**config.mk**
```make
export PLATFORM = sky130hd
export DESIGN_NAME = emb_bus
export DESIGN_NICKNAME = d
export VERILOG_FILES = /design/src/hw/emb_pkg.sv /design/src/hw/emb_bus.sv /design/src/hw/emb_fifo.sv
export VERILOG_INCLUDE_DIRS = /design/src /design/src/hw
export SDC_FILE = /design/constraint.sdc
export NUM_CORES = 1
export LEC_CHECK = 0
export BUFFER_PORTS_ARGS = -buffer_cell sky130_fd_sc_hd__buf_2
export CORE_UTILIZATION = 64
export CTS_BUF_LIST = sky130_fd_sc_hd__clkbuf_8
export DETAILED_ROUTE_END_ITERATION = 8
export PLACE_DENSITY_LB_ADDON = 0.15
export SYNTH_ARGS = -nofsm -noshare
export SYNTH_HDL_FRONTEND = slang
export SYNTH_SLANG_ARGS = --single-unit
```
**constraint.sdc**
```tcl
create_clock -name I_REF_CLK -period 6.25 [get_ports I_REF_CLK]
set_clock_uncertainty 0.1 [all_clocks]
set_input_delay 1.875 -clock I_REF_CLK [delete_from_list [all_inputs] [get_ports I_REF_CLK]]
set_output_delay 1.875 -clock I_REF_CLK [all_outputs]
set_load 0.01 [all_outputs]
```
**src/hw/emb_map.svh**
```systemverilog
`ifndef EMB_MAP_SVH
`define EMB_MAP_SVH

// Oscillator periods and machine cycle.
`define EMB_REF_CLK_NS 40
`define EMB_OSC_PER_MCYCLE 12
`define EMB_RST_MCYCLES 2
`define EMB_RST_CYCLES (`EMB_RST_MCYCLES * `EMB_OSC_PER_MCYCLE)

// Period index inside a fetch slot (six periods) and a data cycle (twelve periods).
`define EMB_SLOT_LAST 4'h5
`define EMB_DATA_LAST 4'hB
`define EMB_ALE_P 4'h0
`define EMB_ADDR_LAST 4'h1
`define EMB_PROGRAM_STORE_STROBE_N_FIRST 4'h2
`define EMB_PROGRAM_STORE_STROBE_N_LAST 4'h4
`define EMB_FETCH_SAMPLE 4'h5
`define EMB_WDATA_FIRST 4'h2
`define EMB_WDATA_LAST 4'h9
`define EMB_STB_FIRST 4'h3
`define EMB_STB_LAST 4'h8
`define EMB_READ_SAMPLE 4'h9

// Program counter bound for internal code.
`define EMB_INT_LIMIT 16'h1000

// Request kinds.
`define EMB_KIND_FETCH 2'h0
`define EMB_KIND_READ 2'h1
`define EMB_KIND_WRITE 2'h2

// Alternate function port bit positions.
`define EMB_P3_RXD 0
`define EMB_P3_TXD 1
`define EMB_P3_IRQ0 2
`define EMB_P3_IRQ1 3
`define EMB_P3_CNT0 4
`define EMB_P3_CNT1 5
`define EMB_P3_WR 6
`define EMB_P3_RD 7

// Request FIFO.
`define EMB_FIFO_DEPTH 8
`define EMB_REQ_W 27

`endif

```
**src/hw/emb_pkg.sv**
```systemverilog
package emb_pkg;

  typedef enum logic [2:0] {
    EMB_SLOT = 3'h1,
    EMB_DATA = 3'h2,
    EMB_VERIFY = 3'h4
  } emb_state_t;

endpackage

```
**src/hw/emb_bus.sv**
```systemverilog
`timescale 1ns/1ps
`include "emb_map.svh"
// Operation
// - Ports one to three: a latch one gives weak pullup, pin readable.
// - Alternate function works only with its latch at one; zero forces low.
// - Port three carries serial, interrupt, counter, write and read functions.
// - External fetches and wide data accesses put the high address on port two.
// - Narrow data accesses keep the port two latch on port two.
// - Program strobe once per six periods on external fetch, skipped for data.
// - Program strobe stays high during internal code execution.
// - Address latch strobe every six periods except during data accesses; none in verify mode.
// - Select high: code below 4096 is internal; low: every fetch external.
// - Port zero is open drain; latch one floats for input.
// - Port zero multiplexes low address and data with strong drive.
// - Write strobe latches port zero byte; memory drives only under read or program strobe.
// - Oscillator is divided by two before the internal state sequencing.
// - Verification: port one gives address, port zero outputs code open drain.
module emb_bus (
  // Clock and reset
  input wire logic I_REF_CLK,
  input wire logic I_RST_N,
  input wire logic I_CLK_EN,
  // Request stream from the core
  input wire logic I_REQ_VALID,
  output logic O_REQ_READY,
  input wire logic [1:0] I_REQ_KIND,
  input wire logic I_REQ_WIDE,
  input wire logic [15:0] I_REQ_ADDR,
  input wire logic [7:0] I_REQ_WDATA,
  input wire logic [7:0] I_ROM_DATA,
  // Answer to the core
  output logic O_RESP_VALID,
  output logic [7:0] O_RESP_DATA,
  output logic O_RESP_EXTERNAL,
  // Port latches from the core
  input wire logic [7:0] I_P0_LATCH,
  input wire logic [7:0] I_P1_LATCH,
  input wire logic [7:0] I_P2_LATCH,
  input wire logic [7:0] I_P3_LATCH,
  input wire logic I_SERIAL_TXD,
  // Program verification
  input wire logic I_VERIFY_MODE,
  input wire logic [7:0] I_VERIFY_CODE,
  output logic [7:0] O_VERIFY_ADDR,
  // Control pins
  input wire logic I_RESET_PIN,
  input wire logic I_EXTERNAL_FETCH_SELECT_N,
  output logic O_ADDRESS_LATCH_STROBE,
  output logic O_PROGRAM_STORE_STROBE_N,
  output logic O_CORE_RESET,
  // Port pins
  input wire logic [7:0] I_MUXED_ADDR_DATA_PORT,
  output logic [7:0] O_MUXED_ADDR_DATA_PORT,
  output logic [7:0] O_MUXED_ADDR_DATA_PORT_OE,
  input wire logic [7:0] I_GENERAL_PORT_ONE,
  output logic [7:0] O_GENERAL_PORT_ONE,
  output logic [7:0] O_GENERAL_PORT_ONE_OE,
  input wire logic [7:0] I_HIGH_ADDRESS_PORT,
  output logic [7:0] O_HIGH_ADDRESS_PORT,
  output logic [7:0] O_HIGH_ADDRESS_PORT_OE,
  input wire logic [7:0] I_ALTERNATE_FUNCTION_PORT,
  output logic [7:0] O_ALTERNATE_FUNCTION_PORT,
  output logic [7:0] O_ALTERNATE_FUNCTION_PORT_OE,
  // Synchronised port levels and alternate inputs
  output logic [7:0] O_P0_IN,
  output logic [7:0] O_P1_IN,
  output logic [7:0] O_P2_IN,
  output logic [7:0] O_P3_IN,
  output logic O_SERIAL_RXD,
  output logic O_EXTERNAL_IRQ_ZERO_N,
  output logic O_EXTERNAL_IRQ_ONE_N,
  output logic O_COUNTER_ZERO_INPUT,
  output logic O_COUNTER_ONE_INPUT
);
  typedef struct packed {
    emb_pkg::emb_state_t st;
    logic ph;
    logic [2:0] stage;
    logic busy;
    logic ext;
    logic wide;
    logic [1:0] kind;
    logic [15:0] addr;
    logic [7:0] wdata;
    logic [7:0] p0_q1;
    logic [7:0] p0_q2;
    logic [7:0] p1_q1;
    logic [7:0] p1_q2;
    logic [7:0] p2_q1;
    logic [7:0] p2_q2;
    logic [7:0] p3_q1;
    logic [7:0] p3_q2;
    logic ea_q1;
    logic ea_q2;
    logic rp_q1;
    logic rp_q2;
    logic [4:0] rst_cnt;
    logic core_rst;
    logic ale;
    logic program_store_strobe_n_n;
    logic [7:0] p0_o;
    logic [7:0] p0_oe;
    logic [7:0] p1_o;
    logic [7:0] p1_oe;
    logic [7:0] p2_o;
    logic [7:0] p2_oe;
    logic [7:0] p3_o;
    logic [7:0] p3_oe;
    logic resp_v;
    logic [7:0] resp_d;
    logic resp_ext;
  } emb_regs_t;

  emb_regs_t r;
  emb_regs_t n;
  logic [3:0] p;
  logic slot_end;
  logic pop;
  logic f_valid;
  logic [`EMB_REQ_W-1:0] f_data;
  logic [1:0] f_kind;
  logic f_wide;
  logic [15:0] f_addr;
  logic [7:0] f_wdata;
  logic [7:0] alt;
  logic [7:0] p3_val;

  function automatic logic in_win(input logic [3:0] idx, input logic [3:0] lo,
                                  input logic [3:0] hi);
    in_win = (idx >= lo) && (idx <= hi);
  endfunction

  // A quasi-bidirectional bit drives only its zeros; its ones are left to the weak pullup.
  function automatic logic [7:0] quasi_oe(input logic [7:0] v);
    quasi_oe = ~v;
  endfunction

  emb_fifo #(
    .W(`EMB_REQ_W),
    .D(`EMB_FIFO_DEPTH)
  ) u_req_fifo (
    .i_clk(I_REF_CLK),
    .i_rst_n(I_RST_N),
    .i_clk_en(I_CLK_EN),
    .i_in_valid(I_REQ_VALID),
    .o_in_ready(O_REQ_READY),
    .i_in_data({I_REQ_KIND, I_REQ_WIDE, I_REQ_ADDR, I_REQ_WDATA}),
    .o_out_valid(f_valid),
    .i_out_ready(pop),
    .o_out_data(f_data)
  );

  assign {f_kind, f_wide, f_addr, f_wdata} = f_data;
  assign p = {r.stage, r.ph};
  assign slot_end = (r.st == emb_pkg::EMB_SLOT && p == `EMB_SLOT_LAST) ||
                    (r.st == emb_pkg::EMB_DATA && p == `EMB_DATA_LAST) ||
                    (r.st == emb_pkg::EMB_VERIFY);
  assign pop = slot_end && f_valid && !I_VERIFY_MODE && !r.core_rst;

  always_comb begin
    n = r;
    alt = 8'hFF;
    n.p0_q1 = I_MUXED_ADDR_DATA_PORT;
    n.p0_q2 = r.p0_q1;
    n.p1_q1 = I_GENERAL_PORT_ONE;
    n.p1_q2 = r.p1_q1;
    n.p2_q1 = I_HIGH_ADDRESS_PORT;
    n.p2_q2 = r.p2_q1;
    n.p3_q1 = I_ALTERNATE_FUNCTION_PORT;
    n.p3_q2 = r.p3_q1;
    n.ea_q1 = I_EXTERNAL_FETCH_SELECT_N;
    n.ea_q2 = r.ea_q1;
    n.rp_q1 = I_RESET_PIN;
    n.rp_q2 = r.rp_q1;
    n.resp_v = 1'b0;
    // State sequencing advances on every second oscillator period.
    n.ph = ~r.ph;
    if (r.ph) begin
      n.stage = r.stage + 3'h1;
    end
    if (!r.rp_q2) begin
      n.rst_cnt = 5'h00;
      n.core_rst = 1'b0;
    end else if (r.rst_cnt == 5'(`EMB_RST_CYCLES - 1)) begin
      n.core_rst = 1'b1;
    end else begin
      n.rst_cnt = r.rst_cnt + 5'h01;
    end
    if (r.st == emb_pkg::EMB_SLOT && r.busy && p == `EMB_FETCH_SAMPLE) begin
      n.resp_v = 1'b1;
      n.resp_d = r.ext ? r.p0_q2 : I_ROM_DATA;
      n.resp_ext = r.ext;
    end
    if (r.st == emb_pkg::EMB_DATA && p == `EMB_READ_SAMPLE) begin
      n.resp_v = 1'b1;
      n.resp_d = (r.kind == `EMB_KIND_READ) ? r.p0_q2 : r.wdata;
      n.resp_ext = 1'b1;
    end
    if (slot_end) begin
      n.ph = 1'b0;
      n.stage = 3'h0;
      n.busy = 1'b0;
      n.st = emb_pkg::EMB_SLOT;
      if (I_VERIFY_MODE) begin
        n.st = emb_pkg::EMB_VERIFY;
      end else if (pop) begin
        n.busy = 1'b1;
        n.kind = f_kind;
        n.wide = f_wide;
        n.addr = f_addr;
        n.wdata = f_wdata;
        n.ext = (f_kind != `EMB_KIND_FETCH) || !r.ea_q2 || (f_addr >= `EMB_INT_LIMIT);
        n.st = (f_kind == `EMB_KIND_FETCH) ? emb_pkg::EMB_SLOT : emb_pkg::EMB_DATA;
      end
    end
    // Default pin roles: port zero open drain, the others quasi-bidirectional.
    n.ale = 1'b0;
    n.program_store_strobe_n_n = 1'b1;
    n.p0_o = 8'h00;
    n.p0_oe = quasi_oe(I_P0_LATCH);
    n.p1_o = I_P1_LATCH;
    n.p1_oe = quasi_oe(I_P1_LATCH);
    n.p2_o = I_P2_LATCH;
    n.p2_oe = quasi_oe(I_P2_LATCH);
    case (r.st)
      emb_pkg::EMB_SLOT: begin
        n.ale = (p == `EMB_ALE_P);
        if (r.busy && r.ext) begin
          n.p2_o = r.addr[15:8];
          n.p2_oe = 8'hFF;
          if (p <= `EMB_ADDR_LAST) begin
            n.p0_o = r.addr[7:0];
            n.p0_oe = 8'hFF;
          end else begin
            n.p0_oe = 8'h00;
          end
          n.program_store_strobe_n_n = !in_win(p, `EMB_PROGRAM_STORE_STROBE_N_FIRST, `EMB_PROGRAM_STORE_STROBE_N_LAST);
        end
      end
      emb_pkg::EMB_DATA: begin
        n.ale = (p == `EMB_ALE_P);
        if (r.wide) begin
          n.p2_o = r.addr[15:8];
          n.p2_oe = 8'hFF;
        end
        if (p <= `EMB_ADDR_LAST) begin
          n.p0_o = r.addr[7:0];
          n.p0_oe = 8'hFF;
        end else if (r.kind == `EMB_KIND_WRITE &&
                     in_win(p, `EMB_WDATA_FIRST, `EMB_WDATA_LAST)) begin
          n.p0_o = r.wdata;
          n.p0_oe = 8'hFF;
        end else begin
          n.p0_oe = 8'h00;
        end
        if (in_win(p, `EMB_STB_FIRST, `EMB_STB_LAST)) begin
          alt[`EMB_P3_WR] = (r.kind != `EMB_KIND_WRITE);
          alt[`EMB_P3_RD] = (r.kind != `EMB_KIND_READ);
        end
      end
      emb_pkg::EMB_VERIFY: begin
        n.p0_o = 8'h00;
        n.p0_oe = quasi_oe(I_VERIFY_CODE);
      end
      default: begin
        n.st = emb_pkg::EMB_SLOT;
      end
    endcase
    alt[`EMB_P3_TXD] = I_SERIAL_TXD;
    p3_val = I_P3_LATCH & alt;
    n.p3_o = p3_val;
    n.p3_oe = quasi_oe(p3_val);
    if (r.core_rst) begin
      n.busy = 1'b0;
    end
  end

  always_ff @(posedge I_REF_CLK) begin
    if (!I_RST_N) begin
      r <= '0;
      r.st <= emb_pkg::EMB_SLOT;
      r.program_store_strobe_n_n <= 1'b1;
    end else if (I_CLK_EN) begin
      r <= n;
    end
  end

  assign O_RESP_VALID = r.resp_v;
  assign O_RESP_DATA = r.resp_d;
  assign O_RESP_EXTERNAL = r.resp_ext;
  assign O_VERIFY_ADDR = r.p1_q2;
  assign O_ADDRESS_LATCH_STROBE = r.ale;
  assign O_PROGRAM_STORE_STROBE_N = r.program_store_strobe_n_n;
  assign O_CORE_RESET = r.core_rst;
  assign O_MUXED_ADDR_DATA_PORT = r.p0_o;
  assign O_MUXED_ADDR_DATA_PORT_OE = r.p0_oe;
  assign O_GENERAL_PORT_ONE = r.p1_o;
  assign O_GENERAL_PORT_ONE_OE = r.p1_oe;
  assign O_HIGH_ADDRESS_PORT = r.p2_o;
  assign O_HIGH_ADDRESS_PORT_OE = r.p2_oe;
  assign O_ALTERNATE_FUNCTION_PORT = r.p3_o;
  assign O_ALTERNATE_FUNCTION_PORT_OE = r.p3_oe;
  assign O_P0_IN = r.p0_q2;
  assign O_P1_IN = r.p1_q2;
  assign O_P2_IN = r.p2_q2;
  assign O_P3_IN = r.p3_q2;
  assign O_SERIAL_RXD = r.p3_q2[`EMB_P3_RXD];
  assign O_EXTERNAL_IRQ_ZERO_N = r.p3_q2[`EMB_P3_IRQ0];
  assign O_EXTERNAL_IRQ_ONE_N = r.p3_q2[`EMB_P3_IRQ1];
  assign O_COUNTER_ZERO_INPUT = r.p3_q2[`EMB_P3_CNT0];
  assign O_COUNTER_ONE_INPUT = r.p3_q2[`EMB_P3_CNT1];
endmodule

```
**src/hw/emb_fifo.sv**
```systemverilog
`timescale 1ns/1ps
module emb_fifo #(
  parameter int W = 27,
  parameter int D = 8
) (
  // Clock and control
  input wire logic i_clk,
  input wire logic i_rst_n,
  input wire logic i_clk_en,
  // Fill side
  input wire logic i_in_valid,
  output logic o_in_ready,
  input wire logic [W-1:0] i_in_data,
  // Drain side
  output logic o_out_valid,
  input wire logic i_out_ready,
  output logic [W-1:0] o_out_data
);
  localparam int AW = (D > 1) ? $clog2(D) : 1;

  typedef struct packed {
    logic [D-1:0][W-1:0] mem;
    logic [AW-1:0] wptr;
    logic [AW-1:0] rptr;
    logic [AW:0] count;
  } emb_fifo_regs_t;

  emb_fifo_regs_t r;
  emb_fifo_regs_t n;
  logic push;
  logic pop;

  function automatic logic [AW-1:0] bump(input logic [AW-1:0] p);
    bump = (p == AW'(D - 1)) ? '0 : p + AW'(1);
  endfunction

  assign o_in_ready = (r.count != (AW + 1)'(D));
  assign o_out_valid = (r.count != '0);
  assign o_out_data = r.mem[r.rptr];
  assign push = i_in_valid && o_in_ready;
  assign pop = o_out_valid && i_out_ready;

  always_comb begin
    n = r;
    if (push) begin
      n.mem[r.wptr] = i_in_data;
      n.wptr = bump(r.wptr);
    end
    if (pop) begin
      n.rptr = bump(r.rptr);
    end
    if (push && !pop) begin
      n.count = r.count + (AW + 1)'(1);
    end else if (pop && !push) begin
      n.count = r.count - (AW + 1)'(1);
    end
  end

  always_ff @(posedge i_clk) begin
    if (!i_rst_n) begin
      r <= '0;
    end else if (i_clk_en) begin
      r <= n;
    end
  end
endmodule

```
=== Word-level counts from Yosys, hierarchy flattened ===
Cells that the tools add are included.

* Word-level logic and storage cells: 175
* Input bits: 115
* Bits in registers: 412
* Output and inout port bits: 123

* Mux-type cells: 39
* Reduce and logical (&&, ||, !) cells: 48
* Magnitude comparators: 10
* Bitwise operators: 8
* Equality and inequality tests: 17
* $add $sub $neg: 6

{| class="wikitable"
|+ Operators with widths
! operator !! count
|-
| bitwise mux 216 bit || 1
|-
| binary-select mux 27 bit (select 3 bit) || 1
|-
| demux 27 bit (select 3 bit) || 1
|-
| two-way mux 29 bit || 2
|-
| two-way mux 27 bit || 2
|-
| two-way mux 16 bit || 3
|-
| two-way mux 8 bit || 6
|-
| case mux 16 bit (3 select lines) || 1
|-
| NOT 8 bit || 5
|-
| two-way mux 36 bit || 1
|-
| case mux 16 bit (2 select lines) || 1
|-
| two-way mux 10 bit || 2
|-
| logical AND 1 bit || 18
|-
| AND reduction 2 bit || 9
|-
| two-way mux 17 bit || 1
|-
| greater-or-equal comparator 16 x 13 -> 1 bit (second input constant) || 1
|-
| two-way mux 3 bit || 5
|-
| nonzero test 2 bit || 5
|-
| adder 3 x 1 -> 3 bit (second input constant) || 3
|-
| equality test 3 bit (second input constant) || 3
|-
| bitwise AND 8 bit || 1
|-
| equality test 4 bit (second input constant) || 2
|-
| greater-or-equal comparator 4 x 2 -> 1 bit (second input constant) || 2
|-
| <= comparator 4 bit (second input constant) || 2
|-
| 30 further kinds || 50
|}

=== Logic depth before layout (Yosys ltp) ===
* Depth in word-level cells: 12
* Gate-level depth with buffers: 16
* Gate-level depth less buffers: 12

=== By module ===
From an unflattened synthesis, not the netlist that was laid out.

* Cell total of the unflattened synthesis: 1825
* Area, all modules: 18592.8 µm²

{| class="wikitable"
|+ By module, submodules not included
! module !! instances !! seq. area each (µm²) !! area an instance (µm²) !! cells each
|-
| emb_fifo || 1 || 4524.3 || 10105.9 || 896
|-
| emb_bus || 1 || 3723.6 || 8486.9 || 929
|}

=== Worst setup path before layout ===
Ideal clock, no wire load.

* Kind: input to register
* Start point: input I_VERIFY_MODE
* End point: register u_req_fifo.r[3] (netlist bit)
* Stages: 10
* Required time: 6.080 ns
* Library setup time: 0.070 ns
* Path buffers: 0
* Setup slack: 2.487 ns
* Arrival: 3.593 ns
* Path through: nor3_1 > nand2_1 > ha_1 > inv_1 > ha_1 > a21o_1 > a21oi_1 > xnor2_1 > or3_1 > a21oi_1

* Cells in the longest elaborated chain, start to end: 8
* Elaborated cells between the ends (all ways): 10
* Those cells by class: mux (1); reduce/logical (9)

{| class="wikitable"
|+ RTL lines
! item !! RTL line !! source
|-
| start, declared || emb_bus.sv:42 || <nowiki>input wire logic I_VERIFY_MODE,</nowiki>
|-
| logical NOT 1 bit * || emb_bus.sv:158 || <nowiki>assign pop = slot_end && f_valid && !I_VERIFY_MODE && !r.core_rst;</nowiki>
|-
| logical AND 1 bit * (2 in a row) || emb_bus.sv:158 ||
|-
| logical AND 1 bit * || emb_fifo.sv:41 || <nowiki>assign pop = o_out_valid && i_out_ready;</nowiki>
|-
| logical NOT 1 bit || emb_fifo.sv:52 || <nowiki>if (push && !pop) begin</nowiki>
|-
| logical AND 1 bit || emb_fifo.sv:52 ||
|-
| nonzero test 2 bit (no source line) || n/a ||
|-
| AND reduction 2 bit (no source line) || n/a ||
|-
| end signal, assigned || emb_fifo.sv:63 || <nowiki>r <= n;</nowiki>
|-
| end, declared || emb_fifo.sv:28 || <nowiki>emb_fifo_regs_t r;</nowiki>
|}

Mark *: on every way between the ends. The rest lies on a longest branch, timed or not.
A chain may end at the register's enable or synchronous reset.

=== Worst setup path in the final report ===
* Start point: register u_req_fifo.r[0] (netlist bit)
* End point: output O_REQ_READY

* Cells in the longest elaborated chain, start to end: 1

{| class="wikitable"
|+ RTL lines
! item !! RTL line !! source
|-
| inequality test 4 bit || emb_fifo.sv:37 || <nowiki>assign o_in_ready = (r.count != (AW + 1)'(D));</nowiki>
|-
| end, declared || emb_bus.sv:25 || <nowiki>output logic O_REQ_READY,</nowiki>
|}

No other way between the ends.

==> results.tsv <==
stage	metric	value	unit
sta	hold_ws	0.350	ns
sta	actual slew at the worst max-slew pin	1.24	ns
clock_tree	CTS Buf Count	67	
grt	number of global-route vias before repair	13600	
setup_path	Worst Path Max Fanout	5	
yosys	largest family of logic cells by synthesized area	simple AND/OR/NAND/NOR gates	
yosys	Mapped Cells	2037	
clock_tree	clk root buf	clkbuf_8	
floorplan	die height	169	um
yosys	Async SR Flop Fraction	0	
placed_design	count of input and output buffers	237	
clock_tree	CTS tree	built	
drt	Vias	14400	
floorplan	FP Rows	60	
drt	vias per inst	5.77	
outcome	outcome	completed	
setup_path	Worst setup SP type	flop	
sta	Hold Violations, Final	0	
yosys	Post-Syn Nets	2164	
floorplan	Initial Utilization	0.658	
sta	RSZ-0062 raised after global routing	no	
drt	DR iter-0 viols	1017	
drt	DRT antenna net count	0	
clock_tree	CTS Hold Bufs	0	
final_layout	Reg with most FFs	u_req_fifo.r	
floorplan	io pins	238	
sta	relative slew slack	0.173	
setup_path	CP top delay family	simple AND/OR/NAND/NOR gates	
yosys	ys flop type	dfxtp_1	
sta	final worst slack	2.36	ns
final_layout	final instance area	19400	um^2
placed_design	hpwl dp	27000	um
sta	Max Freq	257	MHz
drt	DRT Pass-1 Iters	6	
grt	GRT Util Overall	0.301	
final_layout	Layout Nets	2205	
yosys	Synth Area in Adders	0.00937	
yosys	Seq/Total Area, Yosys	0.461	
clock_tree	Max H-tree Level	3	
yosys	Post-Syn Area per Cell	8.78	um^2
setup_path	worst path cell trace	or4b_2 -> buf_2	
grt	first-pass GRT wire length	69200	um
yosys	Post-Synth XOR/XNOR Area	0.00196	
final_layout	share of cells above drive strength 1	0.202	
setup_path	Max stage delay cell, worst path	or4b_2	
placed_design	RePlAce Congestion	0.826	
placed_design	Setup WS pre-CTS	2.04	ns
final_layout	max reg flops	226	
sta	max-slew violation count	0	
min_path	worst min path class	reg2reg	
pwr	PwrDens	270	nW/um^2
setup_path	Critical Path RT	4.28	ns
floorplan	die area	28600	um^2
yosys	proportion of synthesized area in mux cells	0.136	
final_layout	Final Core Density	0.712	
floorplan	core area	27200	um^2
yosys	synth warn	0	
grt	GRT Residual Overflow	0	
sta	Tmin final	3.89	ns
yosys	Synth Area in Compound Gates	0.144	
clock_tree	clock sink count	412	
pwr	total design power	5.24	mW
yosys	EDFF count, synth	0	
setup_path	WS Path Type	reg2out	
yosys	Mapped Area	17900	um^2
drt	routed length per instance	17.3	um
clock_tree	# Post-CTS Setup Buffers	0	
setup_path	CP Buf/Inv Count	1	
yosys	simple-gate area share of the yosys netlist	0.153	
yosys	Netlist cell types	61	
clock_tree	clock buffer depth	3	
clock_tree	Post-CTS Resized	0	
grt	largest net degree at the start of global routing	208	
setup_path	CP arrival	1.91	ns
placed_design	Placed Cells	2381	
drt	DR DRC count	0	
pwr	VDD IR-drop max	0.188	mV
clock_tree	Reg clk slew, reported paths	0.06	ns
final_layout	Finished Layout Cells	2497	
floorplan	Die X	169	um
placed_design	Area after DPL	18100	um^2
yosys	synthesized flop and latch total	412	
drt	final WL	43100	um
grt	initial antenna violation count	9	
sta	setup total negative slack	0	ns
pwr	static leakage	7.49	nW
clock_tree	later-pin clock latency in the skew report	0.58	ns
setup_path	Crit path largest cell delay	0.79	ns
sta	# setup viols final	0	
flow_run	max_cap viols	0	
setup_path	CP Capture Type	primary output	
sta	Tcrit/Tclk final	0.622	
final_layout	area added between synthesis and finish	8.24	%
[routing by layer]
metal,vias up,global-route usage,part of all wire
met5,-,0,0.00051
met4,4,0.114,0.024
met3,93,0.0592,0.077
met2,520,0.510,0.49
met1,6847,0.379,0.41
li1,6935,-,-
[cell type report]
cell class	instances	area, um^2
sequential	412	8260
multi-input combinational	1326	7990
fill	2132	7820
timing repair buffer	261	1370
clock buffer	78	1070
tap	372	465
clock inverter	32	144
inverter	10	45.0
antenna	6	15.0
[synth_stat cells, types with 4 or more instances]
master | count | area share
nand2_1 | 473 | 0.099
dfxtp_1 | 412 | 0.46
a21oi_1 | 319 | 0.089
buf_4 | 129 | 0.054
mux2i_1 | 116 | 0.065
nor2_1 | 116 | 0.024
clkbuf_1 | 95 | 0.020
o21ai_0 | 63 | 0.018
mux4_2 | 54 | 0.068
a211oi_1 | 28 | 0.012
buf_2 | 28 | 0.0078
clkbuf_2 | 20 | 0.0056
buf_1 | 16 | 0.0034
nand3_1 | 16 | 0.0045
nor3_1 | 13 | 0.0036
a21o_1 | 11 | 0.0046
ha_1 | 11 | 0.0077
a311oi_1 | 9 | 0.0044
inv_1 | 9 | 0.0019
a222oi_1 | 8 | 0.0045
o221ai_1 | 8 | 0.0039
nand2b_1 | 6 | 0.0021
or3_1 | 6 | 0.0021
mux2_2 | 5 | 0.0031
nor2b_1 | 5 | 0.0017
or2_2 | 5 | 0.0017
nor3_2 | 4 | 0.0022
[worst min-delay path: stages, from the launching register on]
cell and delay, ns:
dfxtp_1 0.30, nand2_1 0.05, a21oi_1 0.05
[power breakdown]
group          leakage [nW]  switching [mW]  internal (mW)
Combinational          3.42           0.226          0.140
Sequential             3.35          0.0388           2.69
Clock                 0.717            1.01           1.13
Total                  7.49            1.27           3.96
[path summary, 6_finish.rpt]
path,slack [ns],to,cells after the start,start
min,0.35,u_req_fifo.r[76],2,u_req_fifo.r[76]
max reg2reg,2.88,u_req_fifo.r[3],12,p[2]
min reg2reg,0.35,u_req_fifo.r[76],2,u_req_fifo.r[76]
max,2.36,O_REQ_READY,2,u_req_fifo.r[0]
[cell families after synthesis]
kind of cell | count (synthesis)
xor gates and xnor gates | 4
adders and majority gates | 13
AOI/OAI and AO/OA | 466
muxes | 175
buffers and inverters | 299
and+or+nand+nor | 668
DFF | 412
[cells in the final DEF, fill, tap and decap left out, types with 4 or more instances in the layout]
cell type and instances:
nand2_1 473, dfxtp_1 409, a21oi_1 319, buf_2 236, mux2i_1 116, nor2_1 115, clkbuf_8 78, o21ai_0 63
mux4_2 54, inv_1 35, a211oi_1 28, buf_4 24, nand3_1 16, nor3_1 13, a21o_1 11, ha_1 11
a311oi_1 9, o221ai_1 8, a222oi_1 8, diode_2 6, or3_1 6, nand2b_1 6, nor2b_1 5, or2_2 5
mux2_2 5, nor3_2 4
(Power assumes the default switching activity.)
